<file path="src/inc/tcr_pkg.sv">
// ----------------------------------------------------------------------------
// timer register block constants
// ----------------------------------------------------------------------------
package tcr_pkg;

    // register byte offsets on the apb bus
    localparam logic [7:0] OFF_CONTROL_A = 8'h00;  // lower mode bits, output modes
    localparam logic [7:0] OFF_CONTROL_B = 8'h04;  // strobes, upper mode, clock select
    localparam logic [7:0] OFF_COUNT     = 8'h08;  // counter value
    localparam logic [7:0] OFF_CMP_A     = 8'h0C;  // compare value a
    localparam logic [7:0] OFF_CMP_B     = 8'h10;  // compare value b
    localparam logic [7:0] OFF_MASK      = 8'h14;  // interrupt mask
    localparam logic [7:0] OFF_FLAGS     = 8'h18;  // interrupt flags, write one to clear

    // control register b field positions
    localparam int CB_FORCE_A = 7;  // force match a strobe
    localparam int CB_FORCE_B = 6;  // force match b strobe
    localparam int CB_WAVE_UP = 3;  // upper waveform mode bit
    localparam int CB_CS_LSB  = 0;  // clock select low bit

    // control register a field positions
    localparam int CA_MODE_A_LSB = 6;  // output mode a
    localparam int CA_MODE_B_LSB = 4;  // output mode b
    localparam int CA_WAVE_LSB   = 0;  // lower waveform mode bits

    // mask and flag bit positions
    localparam int BIT_MATCH_B = 2;  // channel b compare
    localparam int BIT_MATCH_A = 1;  // channel a compare
    localparam int BIT_OVF     = 0;  // overflow

    // reset values
    localparam logic [7:0] RST_REG = 8'h00;  // all registers reset to zero

    // counter limits
    localparam logic [7:0] CNT_MAX    = 8'hFF;  // max value
    localparam logic [7:0] CNT_BOTTOM = 8'h00;  // bottom value

    // prescaler taps, divide ratio minus one
    localparam logic [9:0] DIV_8    = 10'h007;
    localparam logic [9:0] DIV_32   = 10'h01F;
    localparam logic [9:0] DIV_64   = 10'h03F;
    localparam logic [9:0] DIV_128  = 10'h07F;
    localparam logic [9:0] DIV_256  = 10'h0FF;
    localparam logic [9:0] DIV_1024 = 10'h3FF;

    // waveform modes, upper bit then lower two
    localparam logic [2:0] WM_NORMAL  = 3'h0;
    localparam logic [2:0] WM_PC_FF   = 3'h1;
    localparam logic [2:0] WM_CTC     = 3'h2;
    localparam logic [2:0] WM_FAST_FF = 3'h3;
    localparam logic [2:0] WM_PC_OCA  = 3'h5;
    localparam logic [2:0] WM_FAST_OC = 3'h7;

endpackage : tcr_pkg

</file>
<file path="src/hdl/tcr_timer_regs.sv">
// Chosen here: the address map and the APB interface to the registers.
`timescale 1ns/100ps
`default_nettype none
// Function
// - force strobes act only in non-pwm modes
// - force applies match to wave output
// - force sets no flag, clears no counter
// - force bits are pulses, read zero
// - control b bits 5:4 read zero
// - clock select stops, passes or divides
// - counter register read and write access
// - counter write blocks next tick match
// - compare registers matched against counter continuously
// - channel b irq needs mask, global, flag
// - channel a irq needs mask, global, flag
// - overflow irq needs mask, global, flag
// - match b sets flag bit 2
// - match a sets flag bit 1
// - vector acknowledge clears its flag
// - write one clears flag, zero keeps
// - overflow flag at max or phase correct bottom
// - three mode bits pick counting behaviour
// ------------------------------
// timer register block, apb slave
// ------------------------------
module tcr_timer_regs (
    // clock and reset
    input  wire logic        CORE_CLK,
    input  wire logic        RST,
    // apb slave
    input  wire logic        PSEL,
    input  wire logic        PENABLE,
    input  wire logic        PWRITE,
    input  wire logic [7:0]  PADDR,
    input  wire logic [31:0] PWDATA,
    output logic      [31:0] PRDATA,
    output logic             PREADY,
    output logic             PSLVERR,
    // timer source tick and global enable
    input  wire logic        TIMER_SRC_CLK,
    input  wire logic        GLOBAL_IRQ_EN,
    // interrupt requests and acknowledges
    output logic             IRQ_MATCH_A,
    output logic             IRQ_MATCH_B,
    output logic             IRQ_OVERFLOW,
    input  wire logic        ACK_MATCH_A,
    input  wire logic        ACK_MATCH_B,
    input  wire logic        ACK_OVERFLOW,
    // waveform outputs
    output logic             WAVE_OUT_A,
    output logic             WAVE_OUT_B
);

    // ------------------------------
    // state
    // ------------------------------
    typedef struct packed {
        logic [7:0] control_a;     // mode a, mode b, lower wave bits
        logic       wave_upper;    // upper waveform mode bit
        logic [2:0] clk_sel;       // clock select
        logic [7:0] timer_count;   // counter
        logic [7:0] compare_a;     // compare value a
        logic [7:0] compare_b;     // compare value b
        logic [2:0] irq_mask;      // mask bits 2:0
        logic [2:0] irq_flags;     // flag bits 2:0
        logic       down;          // phase correct direction
        logic       block_match;   // counter written, block next tick
        logic [31:0] rdata;        // read data register
    } tcr_regs_t;

    tcr_regs_t st;       // registered state
    tcr_regs_t next_st;  // next state

    logic       tick;        // selected timer tick
    logic       wr;          // apb write access
    logic       rd;          // apb read access
    logic       hit;         // mapped address
    logic [2:0] wmode;       // full waveform mode
    logic       is_pwm;      // pwm modes
    logic       is_fast;     // fast pwm modes
    logic       is_pc;       // phase correct modes
    logic [7:0] top;         // current top value
    logic       at_top;      // counter at top
    logic       match_a;     // channel a match
    logic       match_b;     // channel b match
    logic       force_a;     // force strobe a pulse
    logic       force_b;     // force strobe b pulse
    logic       ovf;         // overflow event
    logic [7:0] wdat;        // write byte

    // ------------------------------
    // decode
    // ------------------------------
    assign wr      = PSEL && PENABLE && PWRITE;
    assign rd      = PSEL && !PENABLE && !PWRITE;
    assign wdat    = PWDATA[7:0];
    assign PREADY  = 1'b1;
    assign PSLVERR = PSEL && PENABLE && !hit;
    assign PRDATA  = st.rdata;

    // address hit check
    always_comb begin
        unique case (PADDR)
            tcr_pkg::OFF_CONTROL_A, tcr_pkg::OFF_CONTROL_B, tcr_pkg::OFF_COUNT,
            tcr_pkg::OFF_CMP_A, tcr_pkg::OFF_CMP_B, tcr_pkg::OFF_MASK,
            tcr_pkg::OFF_FLAGS: hit = 1'b1;
            default:            hit = 1'b0;
        endcase
    end

    // mode decode
    assign wmode   = {st.wave_upper, st.control_a[tcr_pkg::CA_WAVE_LSB +: 2]};
    assign is_pwm  = wmode[0];
    assign is_fast = is_pwm && wmode[1];
    assign is_pc   = is_pwm && !wmode[1];
    assign top     = wmode[2] ? st.compare_a : tcr_pkg::CNT_MAX;
    assign at_top  = (st.timer_count == top);

    // force strobes, pulses for one cycle of a write
    assign force_a = wr && (PADDR == tcr_pkg::OFF_CONTROL_B) && wdat[tcr_pkg::CB_FORCE_A];
    assign force_b = wr && (PADDR == tcr_pkg::OFF_CONTROL_B) && wdat[tcr_pkg::CB_FORCE_B];

    // overflow: max in normal/ctc/fast, bottom reversal in phase correct
    assign ovf = tick && (is_pc ? (st.down && st.timer_count == 8'h01)
                                : (st.timer_count == tcr_pkg::CNT_MAX));

    // ------------------------------
    // submodules
    // ------------------------------
    tcr_prescaler u_psc (
        .CORE_CLK (CORE_CLK),
        .RST      (RST),
        .src_tick (TIMER_SRC_CLK),
        .clk_sel  (st.clk_sel),
        .tick     (tick)
    );

    tcr_wave_chan u_cha (
        .CORE_CLK    (CORE_CLK),
        .RST         (RST),
        .tick        (tick),
        .count       (st.timer_count),
        .cmp         (st.compare_a),
        .block_match (st.block_match),
        .is_pwm      (is_pwm),
        .is_fast     (is_fast),
        .at_top      (at_top),
        .down        (st.down),
        .out_mode    (st.control_a[tcr_pkg::CA_MODE_A_LSB +: 2]),
        .force_match (force_a),
        .match       (match_a),
        .wave        (WAVE_OUT_A)
    );

    tcr_wave_chan u_chb (
        .CORE_CLK    (CORE_CLK),
        .RST         (RST),
        .tick        (tick),
        .count       (st.timer_count),
        .cmp         (st.compare_b),
        .block_match (st.block_match),
        .is_pwm      (is_pwm),
        .is_fast     (is_fast),
        .at_top      (at_top),
        .down        (st.down),
        .out_mode    (st.control_a[tcr_pkg::CA_MODE_B_LSB +: 2]),
        .force_match (force_b),
        .match       (match_b),
        .wave        (WAVE_OUT_B)
    );

    // ------------------------------
    // next state
    // ------------------------------
    always_comb begin
        next_st = st;
        // block flag lasts until the next tick
        if (tick) begin
            next_st.block_match = 1'b0;
        end
        // counting
        if (tick) begin
            if (is_pc) begin
                if (!st.down && at_top) begin
                    next_st.down        = 1'b1;
                    next_st.timer_count = st.timer_count - 8'h01;
                end else if (st.down && st.timer_count == 8'h01) begin
                    next_st.down        = 1'b0;
                    next_st.timer_count = tcr_pkg::CNT_BOTTOM;
                end else if (st.down) begin
                    next_st.timer_count = st.timer_count - 8'h01;
                end else begin
                    next_st.timer_count = st.timer_count + 8'h01;
                end
            end else if ((wmode == tcr_pkg::WM_CTC && match_a) || at_top) begin
                // clear on match in ctc only on a real match, never forced
                next_st.timer_count = tcr_pkg::CNT_BOTTOM;
            end else begin
                next_st.timer_count = st.timer_count + 8'h01;
            end
        end
        // register writes
        if (wr) begin
            unique case (PADDR)
                tcr_pkg::OFF_CONTROL_A: begin
                    next_st.control_a = wdat & 8'hF3;
                end
                tcr_pkg::OFF_CONTROL_B: begin
                    next_st.wave_upper = wdat[tcr_pkg::CB_WAVE_UP];
                    next_st.clk_sel    = wdat[tcr_pkg::CB_CS_LSB +: 3];
                end
                tcr_pkg::OFF_COUNT: begin
                    next_st.timer_count = wdat;
                    next_st.block_match = 1'b1;
                    next_st.down        = 1'b0;
                end
                tcr_pkg::OFF_CMP_A: begin
                    next_st.compare_a = wdat;
                end
                tcr_pkg::OFF_CMP_B: begin
                    next_st.compare_b = wdat;
                end
                tcr_pkg::OFF_MASK: begin
                    next_st.irq_mask = wdat[2:0];
                end
                tcr_pkg::OFF_FLAGS: begin
                    next_st.irq_flags = st.irq_flags & ~wdat[2:0];
                end
                default: begin
                end
            endcase
        end
        // vector acknowledges clear flags
        if (ACK_MATCH_B) begin
            next_st.irq_flags[tcr_pkg::BIT_MATCH_B] = 1'b0;
        end
        if (ACK_MATCH_A) begin
            next_st.irq_flags[tcr_pkg::BIT_MATCH_A] = 1'b0;
        end
        if (ACK_OVERFLOW) begin
            next_st.irq_flags[tcr_pkg::BIT_OVF] = 1'b0;
        end
        // hardware set wins over any clear; forced matches never reach here
        if (match_b) begin
            next_st.irq_flags[tcr_pkg::BIT_MATCH_B] = 1'b1;
        end
        if (match_a) begin
            next_st.irq_flags[tcr_pkg::BIT_MATCH_A] = 1'b1;
        end
        if (ovf) begin
            next_st.irq_flags[tcr_pkg::BIT_OVF] = 1'b1;
        end
        // read data captured in setup phase
        if (rd) begin
            unique case (PADDR)
                tcr_pkg::OFF_CONTROL_A: next_st.rdata = {24'h0, st.control_a};
                // strobes and bits 5:4 read zero
                tcr_pkg::OFF_CONTROL_B: next_st.rdata = {24'h0, 4'h0,
                                                         st.wave_upper, st.clk_sel};
                tcr_pkg::OFF_COUNT:     next_st.rdata = {24'h0, st.timer_count};
                tcr_pkg::OFF_CMP_A:     next_st.rdata = {24'h0, st.compare_a};
                tcr_pkg::OFF_CMP_B:     next_st.rdata = {24'h0, st.compare_b};
                tcr_pkg::OFF_MASK:      next_st.rdata = {29'h0, st.irq_mask};
                tcr_pkg::OFF_FLAGS:     next_st.rdata = {29'h0, st.irq_flags};
                default:                next_st.rdata = 32'h0000_0000;
            endcase
        end
    end

    // ------------------------------
    // interrupt requests, mask and global enable and flag
    // ------------------------------
    assign IRQ_MATCH_B  = GLOBAL_IRQ_EN && st.irq_mask[tcr_pkg::BIT_MATCH_B]
                          && st.irq_flags[tcr_pkg::BIT_MATCH_B];
    assign IRQ_MATCH_A  = GLOBAL_IRQ_EN && st.irq_mask[tcr_pkg::BIT_MATCH_A]
                          && st.irq_flags[tcr_pkg::BIT_MATCH_A];
    assign IRQ_OVERFLOW = GLOBAL_IRQ_EN && st.irq_mask[tcr_pkg::BIT_OVF]
                          && st.irq_flags[tcr_pkg::BIT_OVF];

    // ------------------------------
    // state register
    // ------------------------------
    always_ff @(posedge CORE_CLK or posedge RST) begin
        if (RST) begin
            st <= '0;
        end else begin
            st <= next_st;
        end
    end

endmodule : tcr_timer_regs
`default_nettype wire

</file>
<file path="src/hdl/tcr_prescaler.sv">
`timescale 1ns/100ps
`default_nettype none
// ----------------------------------------------------------------------------
// prescaler: one-cycle tick enable from the source clock enable
// ----------------------------------------------------------------------------
module tcr_prescaler (
    // clock and reset
    input  wire logic       CORE_CLK,
    input  wire logic       RST,
    // source tick and selection
    input  wire logic       src_tick,
    input  wire logic [2:0] clk_sel,
    // selected tick
    output logic            tick
);

    // state of the prescaler
    typedef struct packed {
        logic [9:0] div;  // free running divider
    } tcr_psc_t;

    tcr_psc_t st;       // registered state
    tcr_psc_t next_st;  // next state
    logic [9:0] mask;   // tap mask for selection

    // divider advances on every source tick
    always_comb begin
        next_st = st;
        if (src_tick) begin
            next_st.div = st.div + 10'h001;
        end
    end

    // select tap mask and produce the tick
    always_comb begin
        unique case (clk_sel)
            3'h2:    mask = tcr_pkg::DIV_8;
            3'h3:    mask = tcr_pkg::DIV_32;
            3'h4:    mask = tcr_pkg::DIV_64;
            3'h5:    mask = tcr_pkg::DIV_128;
            3'h6:    mask = tcr_pkg::DIV_256;
            3'h7:    mask = tcr_pkg::DIV_1024;
            default: mask = 10'h000;
        endcase
        // stopped at zero, undivided at one, divided otherwise
        if (clk_sel == 3'h0) begin
            tick = 1'b0;
        end else begin
            tick = src_tick && ((st.div & mask) == mask);
        end
    end

    // state register
    always_ff @(posedge CORE_CLK or posedge RST) begin
        if (RST) begin
            st <= '0;
        end else begin
            st <= next_st;
        end
    end

endmodule : tcr_prescaler
`default_nettype wire

</file>
<file path="src/hdl/tcr_wave_chan.sv">
`timescale 1ns/100ps
`default_nettype none
// ----------------------------------------------------------------------------
// one compare channel: match detect and waveform output
// ----------------------------------------------------------------------------
module tcr_wave_chan (
    // clock and reset
    input  wire logic       CORE_CLK,
    input  wire logic       RST,
    // counter view
    input  wire logic       tick,
    input  wire logic [7:0] count,
    input  wire logic [7:0] cmp,
    input  wire logic       block_match,
    input  wire logic       is_pwm,
    input  wire logic       is_fast,
    input  wire logic       at_top,
    input  wire logic       down,
    // output mode and force strobe
    input  wire logic [1:0] out_mode,
    input  wire logic       force_match,
    // results
    output logic            match,
    output logic            wave
);

    // channel state
    typedef struct packed {
        logic wave;  // waveform output
    } tcr_wch_t;

    tcr_wch_t st;       // registered state
    tcr_wch_t next_st;  // next state

    // compare always, block on the tick after a counter write
    assign match = tick && !block_match && (count == cmp);

    // waveform update on real or forced match outside pwm, on real match or fast pwm top in pwm
    always_comb begin
        next_st = st;
        if (!is_pwm) begin
            // force applies like a match but touches nothing else
            if (match || force_match) begin
                unique case (out_mode)
                    2'h1:    next_st.wave = !st.wave;
                    2'h2:    next_st.wave = 1'b0;
                    2'h3:    next_st.wave = 1'b1;
                    default: next_st.wave = st.wave;
                endcase
            end
        end else if (out_mode[1]) begin
            // pwm: clear/set on match, reversed at fast pwm top or down count
            if (match) begin
                next_st.wave = out_mode[0] ^ down;
            end else if (is_fast && tick && at_top) begin
                next_st.wave = !out_mode[0];
            end
        end
    end

    assign wave = st.wave;

    // state register
    always_ff @(posedge CORE_CLK or posedge RST) begin
        if (RST) begin
            st <= '0;
        end else begin
            st <= next_st;
        end
    end

endmodule : tcr_wave_chan
`default_nettype wire

</file>
<file path="config.mk">
export PLATFORM = sky130hd
export DESIGN_NAME = tcr_timer_regs
export DESIGN_NICKNAME = d
export VERILOG_FILES = /design/src/inc/tcr_pkg.sv /design/src/hdl/tcr_timer_regs.sv /design/src/hdl/tcr_prescaler.sv /design/src/hdl/tcr_wave_chan.sv
export SDC_FILE = /design/constraint.sdc
export NUM_CORES = 1
export LEC_CHECK = 0
export BUFFER_PORTS_ARGS = -buffer_cell sky130_fd_sc_hd__buf_4
export CAP_MARGIN = 20
export CELL_PAD_IN_SITES_DETAIL_PLACEMENT = 0
export CELL_PAD_IN_SITES_GLOBAL_PLACEMENT = 1
export CORE_MARGIN = 2
export CORE_UTILIZATION = 23
export DETAILED_ROUTE_END_ITERATION = 16
export GPL_ROUTABILITY_DRIVEN = 0
export HOLD_SLACK_MARGIN = 0.12
export PLACE_DENSITY = 0.51
export SYNTH_ARGS = -nofsm -noshare
export SYNTH_HDL_FRONTEND = slang
export SYNTH_HIERARCHICAL = 1
export SYNTH_SLANG_ARGS = --single-unit
</file>
<file path="constraint.sdc">
create_clock -name CORE_CLK -period 4.62 [get_ports CORE_CLK]
set_input_delay 0.924 -clock CORE_CLK [delete_from_list [all_inputs] [get_ports CORE_CLK]]
set_output_delay 0.924 -clock CORE_CLK [all_outputs]
set_load 0.005 [all_outputs]
</file>
==> After elaboration in Yosys (flattened, before gate mapping) <==
Cells that the tools add are included.
{ "totals": {"ff_bits": 86, "inputBits": 50, "out_inout_bits": 39, "wordCells": 157} }
{ "classes": {"addsub": 3, "n_eq_ne": 29, "muxes": 42, "n_bitwise": 5, "reduce_logical": 62} }
{ "op_table": {"columns": ["operator", "count"], "rows": [
  ["2-to-1 mux 8 bit", 10],
  ["case mux 10 bit (6 select lines)", 1],
  ["case mux 8 bit (7 select lines)", 1],
  ["2-to-1 mux 32 bit", 1],
  ["logical AND 1 bit", 26],
  ["equality test 8 x 5 -> 1 bit, second input constant", 3],
  ["equality test 8 bit", 3],
  ["2-to-1 mux 1 bit", 24],
  ["nonzero test 3 bit", 6],
  ["equality test 8 x 4 -> 1 bit, second input constant", 2],
  ["AND reduction 2 bit", 8],
  ["equality test 3 bit, second input constant", 4],
  ["adder 10 x 1 -> 10 bit, second input constant", 1],
  ["bitwise AND 10 bit", 1],
  ["equality test 10 bit", 1],
  ["logical NOT 1 bit", 10],
  ["equality test 3 x 2 -> 1 bit, second input constant", 3],
  ["adder 8 x 1 -> 8 bit, second input constant", 1],
  ["equality test 2 bit, second input constant", 4],
  ["equality test 8 x 1 -> 1 bit, second input constant", 1],
  ["equality test 8 x 3 -> 1 bit, second input constant", 1],
  ["equality test 8 bit, second input constant", 1],
  ["logical NOT 8 bit", 1],
  ["AND reduction 4 bit", 2],
  ["other kinds (15)", 25]
]} }

==> Depth between registers and ports, before layout <==
{ "depth": {"depth_word": 17, "depth_mapped": 10, "mapped_depth_nobuf": 10} }

==> Modules after synthesis <==
The synthesis kept the hierarchy.
{ "modules_own_cells": {"columns": ["module", "instances", "cells_per_inst", "area_per_inst_um2", "seq_area_each_um2"], "rows": [
  ["tcr_timer_regs", 1, 377, 3439.5, 1251.2],
  ["tcr_prescaler", 1, 44, 504.2, 250.2],
  ["tcr_wave_chan", 2, 27, 220.2, 25.0]
]} }

==> Least setup slack after synthesis <==
Ideal clock, no wire load.
{ "synth_path": {"path_kind": "input to register", "from": "input port TIMER_SRC_CLK", "to": "register st[59] (netlist name)", "setup_time_ps": 129, "arrival_ps": 2764, "required_time_ps": 4491, "slack_ps": 1727, "path_stages": 10, "n_path_buf": 0, "cell_sequence": "o31ai_1 a41o_1 a211oi_1 nand3b_1 nor3_2 nand4b_1 o211ai_4 o21ai_2 a2111oi_2 nor2_1"} }
{ "synth_lines": {"columns": ["element", "line_no", "source"], "rows": [
  ["start: declaration", "tcr_timer_regs.sv:40", "input wire logic TIMER_SRC_CLK,"],
  ["end signal: assignment", "tcr_timer_regs.sv:287", "st <= next_st;"],
  ["end: declaration", "tcr_timer_regs.sv:71", "tcr_regs_t st;"]
]} }

==> out/qor.yml <==
peakVddDrop_v: 0.0001887
synth_ff_type: "dfrtp_1"
finClkSkew_ns: 0.005999
clock_latency_ns: 0.34
relSlewSlack_pct: 31.88
dpl.hpwl_um: 9134
rows: 50
io_buffers: 39
drv_slew: 0
timing.rr.end: "st[59]$_DFF_PP0_"
nets: 553
maxCapViolations: 0
routed_wl_um: 12350
wl_per_cell_um: 16.74
p_sw_w: 0.0004931
antennaDiodeCount: 0
cts_tree: "yes"
path_class: "in2reg"
grt_max_degree: 51
drt_iter0_markers: 236
coreArea_um2: 18710
synth_seq_cells: 62
syn_inst: 475
worstSetupEndpointType: "flop"
period_minus_slack_ns: 3.132
hold_buffers: 0
pwr-share-clk_pct: 39.1
finalSetupViolCount: 0
die_y_um: 142.1
syn_to_final_growth_pct: 13.47
via_per_inst: 4.714
numCtsBuffers: 9
async_flop_share_pct: 100.0
drc: 0
initial_core_util_pct: 23.44
syn_area_um2: 4384
max_slew.worst_pin.slew_ns: 1.019
cts.clk_slew.worst_paths_ns: 0.05
timing.setup.tns_ns: 0
cts_resized: 0
synth_top_area_share_pct: 35.39
power.density_nw_per_um2: 319.2
syn_avg_cell_area_um2: 9.230
n_fill_cell: 1997
post-cts-setup-buffers: 0
overflow: 0
total_leakage_power_nw: 2.124
yosysSeqAreaShare_pct: 35.39
finalHoldViolCount: 0
die_x_um: 142.1
ant_nets: 0
grt_pass1_wl_um: 19550
ys_types: 70
grt_pass1_vias: 3427
crit_fanout: 14
first_pass_iters: 4
max_freq_mhz: 319.3
power_switching_share_pct: 31.05
h-tree-depth: 3
period_share_pct: 67.80
root_buffer: "clkbuf_16"
critPathLaunchType: "input pin"
worstReg2RegStart: "st[66]$_DFFE_PP0P_"
synth-edff-count: 0
grt_use_total_pct: 12.78
vias: 3479
seqPwrFrac_pct: 43.8
status: "completed"
fp.dieArea_um2: 20180
yosys_warnings: 6
p_comb_share_pct: 17.2
synth_top_area_cell: "dfrtp_1"
synthTopCellsByArea: "dfrtp_1 35%, buf_4 5.8%, xnor2_1 5.2%"
rsz0062_at_grt: "false"
cp.arrival_ns: 3.35
required_ns: 4.84
r2r_cells: 11
holdWs_ns: 0.4545
io_pins: 89
numClockSinks: 62
r2r_slack_ns: 1.68
hold_path_class: "in2async"
clock_path_buffers: 2
intPower_w: 0.001095
layout-drive-gt1-share_pct: 19.05
antenna_found_initial: 0
[state kept, by name, indices dropped and copies added (netlist names)]
signal	flops
st	41
u_psc/st	10
PRDATA	8
is_pwm	1
u_cha/wave	1
u_chb/wave	1
[cell families (layout without fill, tap and decap cells)]
family                   Yosys count  in the layout  share of synthesized area, %
AND/OR/NAND/NOR                  171            171                         21.40
other                              2             25                        0.1713
flip-flops                        62             62                         35.39
AO/OA/AOI/OAI                    100            100                         15.98
adder cells (fa/ha/maj)            4              4                         1.142
buffers and inverters             66             72                         9.703
multiplexers                      33             33                         8.818
XOR/XNOR                          37             37                         7.392
[synthesized netlist by cell type (all sizes together) (7+ instances only)]
| cell type | n |
|---|---|
| nand2 | 57 |
| nand3 | 10 |
| nand2b | 7 |
| inv | 14 |
| nor2b | 7 |
| a31oi | 7 |
| a21oi | 27 |
| nand4 | 8 |
| clkbuf | 9 |
| a22o | 8 |
| o21ai | 19 |
| dfrtp | 62 |
| xor2 | 11 |
| and3 | 8 |
| nor2 | 28 |
| nand3b | 10 |
| xnor2 | 26 |
| buf | 43 |
| mux2 | 25 |
[layer usage]
metal / part of all wire, % / vias to the layer above / wire length, µm / global-route usage [%]
li1: - / 1688 / - / -
met1: 47 / 1701 / 5857 / 17.45
met2: 46 / 80 / 5664 / 20.14
met3: 5.3 / 10 / 651 / 2.995
met4: 1.5 / 0 / 181 / 3.737
met5: 0 / - / 0 / 0
[through the flow]
stage	util [%]	total power, W	cell area [µm²]	instances	setup slack [ns]
floorplan	-	0.0009109	4471	498	1.727
global placement	25.12	0.0009718	4698	721	1.162
detailed placement	25.16	0.0009799	4706	722	1.148
CTS	26.60	0.001613	4975	738	1.500
global route	26.60	0.001685	4975	738	1.304
finish	26.60	0.001588	4975	738	1.488
[power by group through the flow]
stage                     registers (W)  clock network, W  logic [W]
after global placement         0.000702                 0   0.000270
after CTS                      0.000696          0.000642   0.000275
after detailed placement       0.000705                 0   0.000275
after global routing           0.000708          0.000669   0.000308
final                          0.000695          0.000621   0.000273
after floorplan                0.000654                 0   0.000257
[area by class of cell]
type / count / area (µm²) / share of cell area, %
clock buffers: 12 / 246.5 / 4.955
repair buffers: 42 / 315.3 / 6.338
inverters: 14 / 52.55 / 1.056
flip-flops and latches: 62 / 1551 / 31.19
multi-input cells: 370 / 2494 / 50.13
well taps: 234 / 292.8 / 5.885
clock inverters: 4 / 22.52 / 0.4527
[layout by cell type, fill, tap and decap left out, types with 4 or more instances in the layout]
cell	count
a21oi_1	23
a21oi_2	4
a22o_1	8
a22oi_1	6
a31oi_1	7
and2_1	6
and3_1	8
buf_4	42
clkbuf_16	9
conb_1	25
dfrtp_1	62
ha_1	4
inv_1	11
mux2_1	11
mux2_2	14
mux2i_1	6
nand2_1	56
nand2b_1	7
nand3_1	9
nand3b_1	10
nand4_1	7
nor2_1	28
nor2b_1	6
nor3b_1	6
o21ai_0	16
o22ai_1	5
or3b_1	4
xnor2_1	26
xor2_1	11
[worst max-delay path, stage by stage]
cell and delay, ns:
buf_4 0.12, o31ai_1 0.07, a41o_1 0.21, a211oi_1 0.22, buf_4 0.28, nand3b_1 0.11
nor3_2 0.35, nand4b_1 0.26, o211ai_4 0.22, o21ai_2 0.12, a2111oi_2 0.37, nor2_1 0.08
[worst max-delay path by stage]
stage / start / endpoint / slack [ns] / cells after the start
after floorplan: TIMER_SRC_CLK / st[59]$_DFF_PP0_ / 1.73 / 10
final: TIMER_SRC_CLK / st[59]$_DFF_PP0_ / 1.49 / 12
after global placement: TIMER_SRC_CLK / st[59]$_DFF_PP0_ / 1.16 / 12
after global routing: TIMER_SRC_CLK / st[58]$_DFF_PP0_ / 1.30 / 12
after detailed placement: TIMER_SRC_CLK / st[59]$_DFF_PP0_ / 1.15 / 12
after CTS: TIMER_SRC_CLK / st[59]$_DFF_PP0_ / 1.50 / 12
Power figures use the tool's default switching activity.
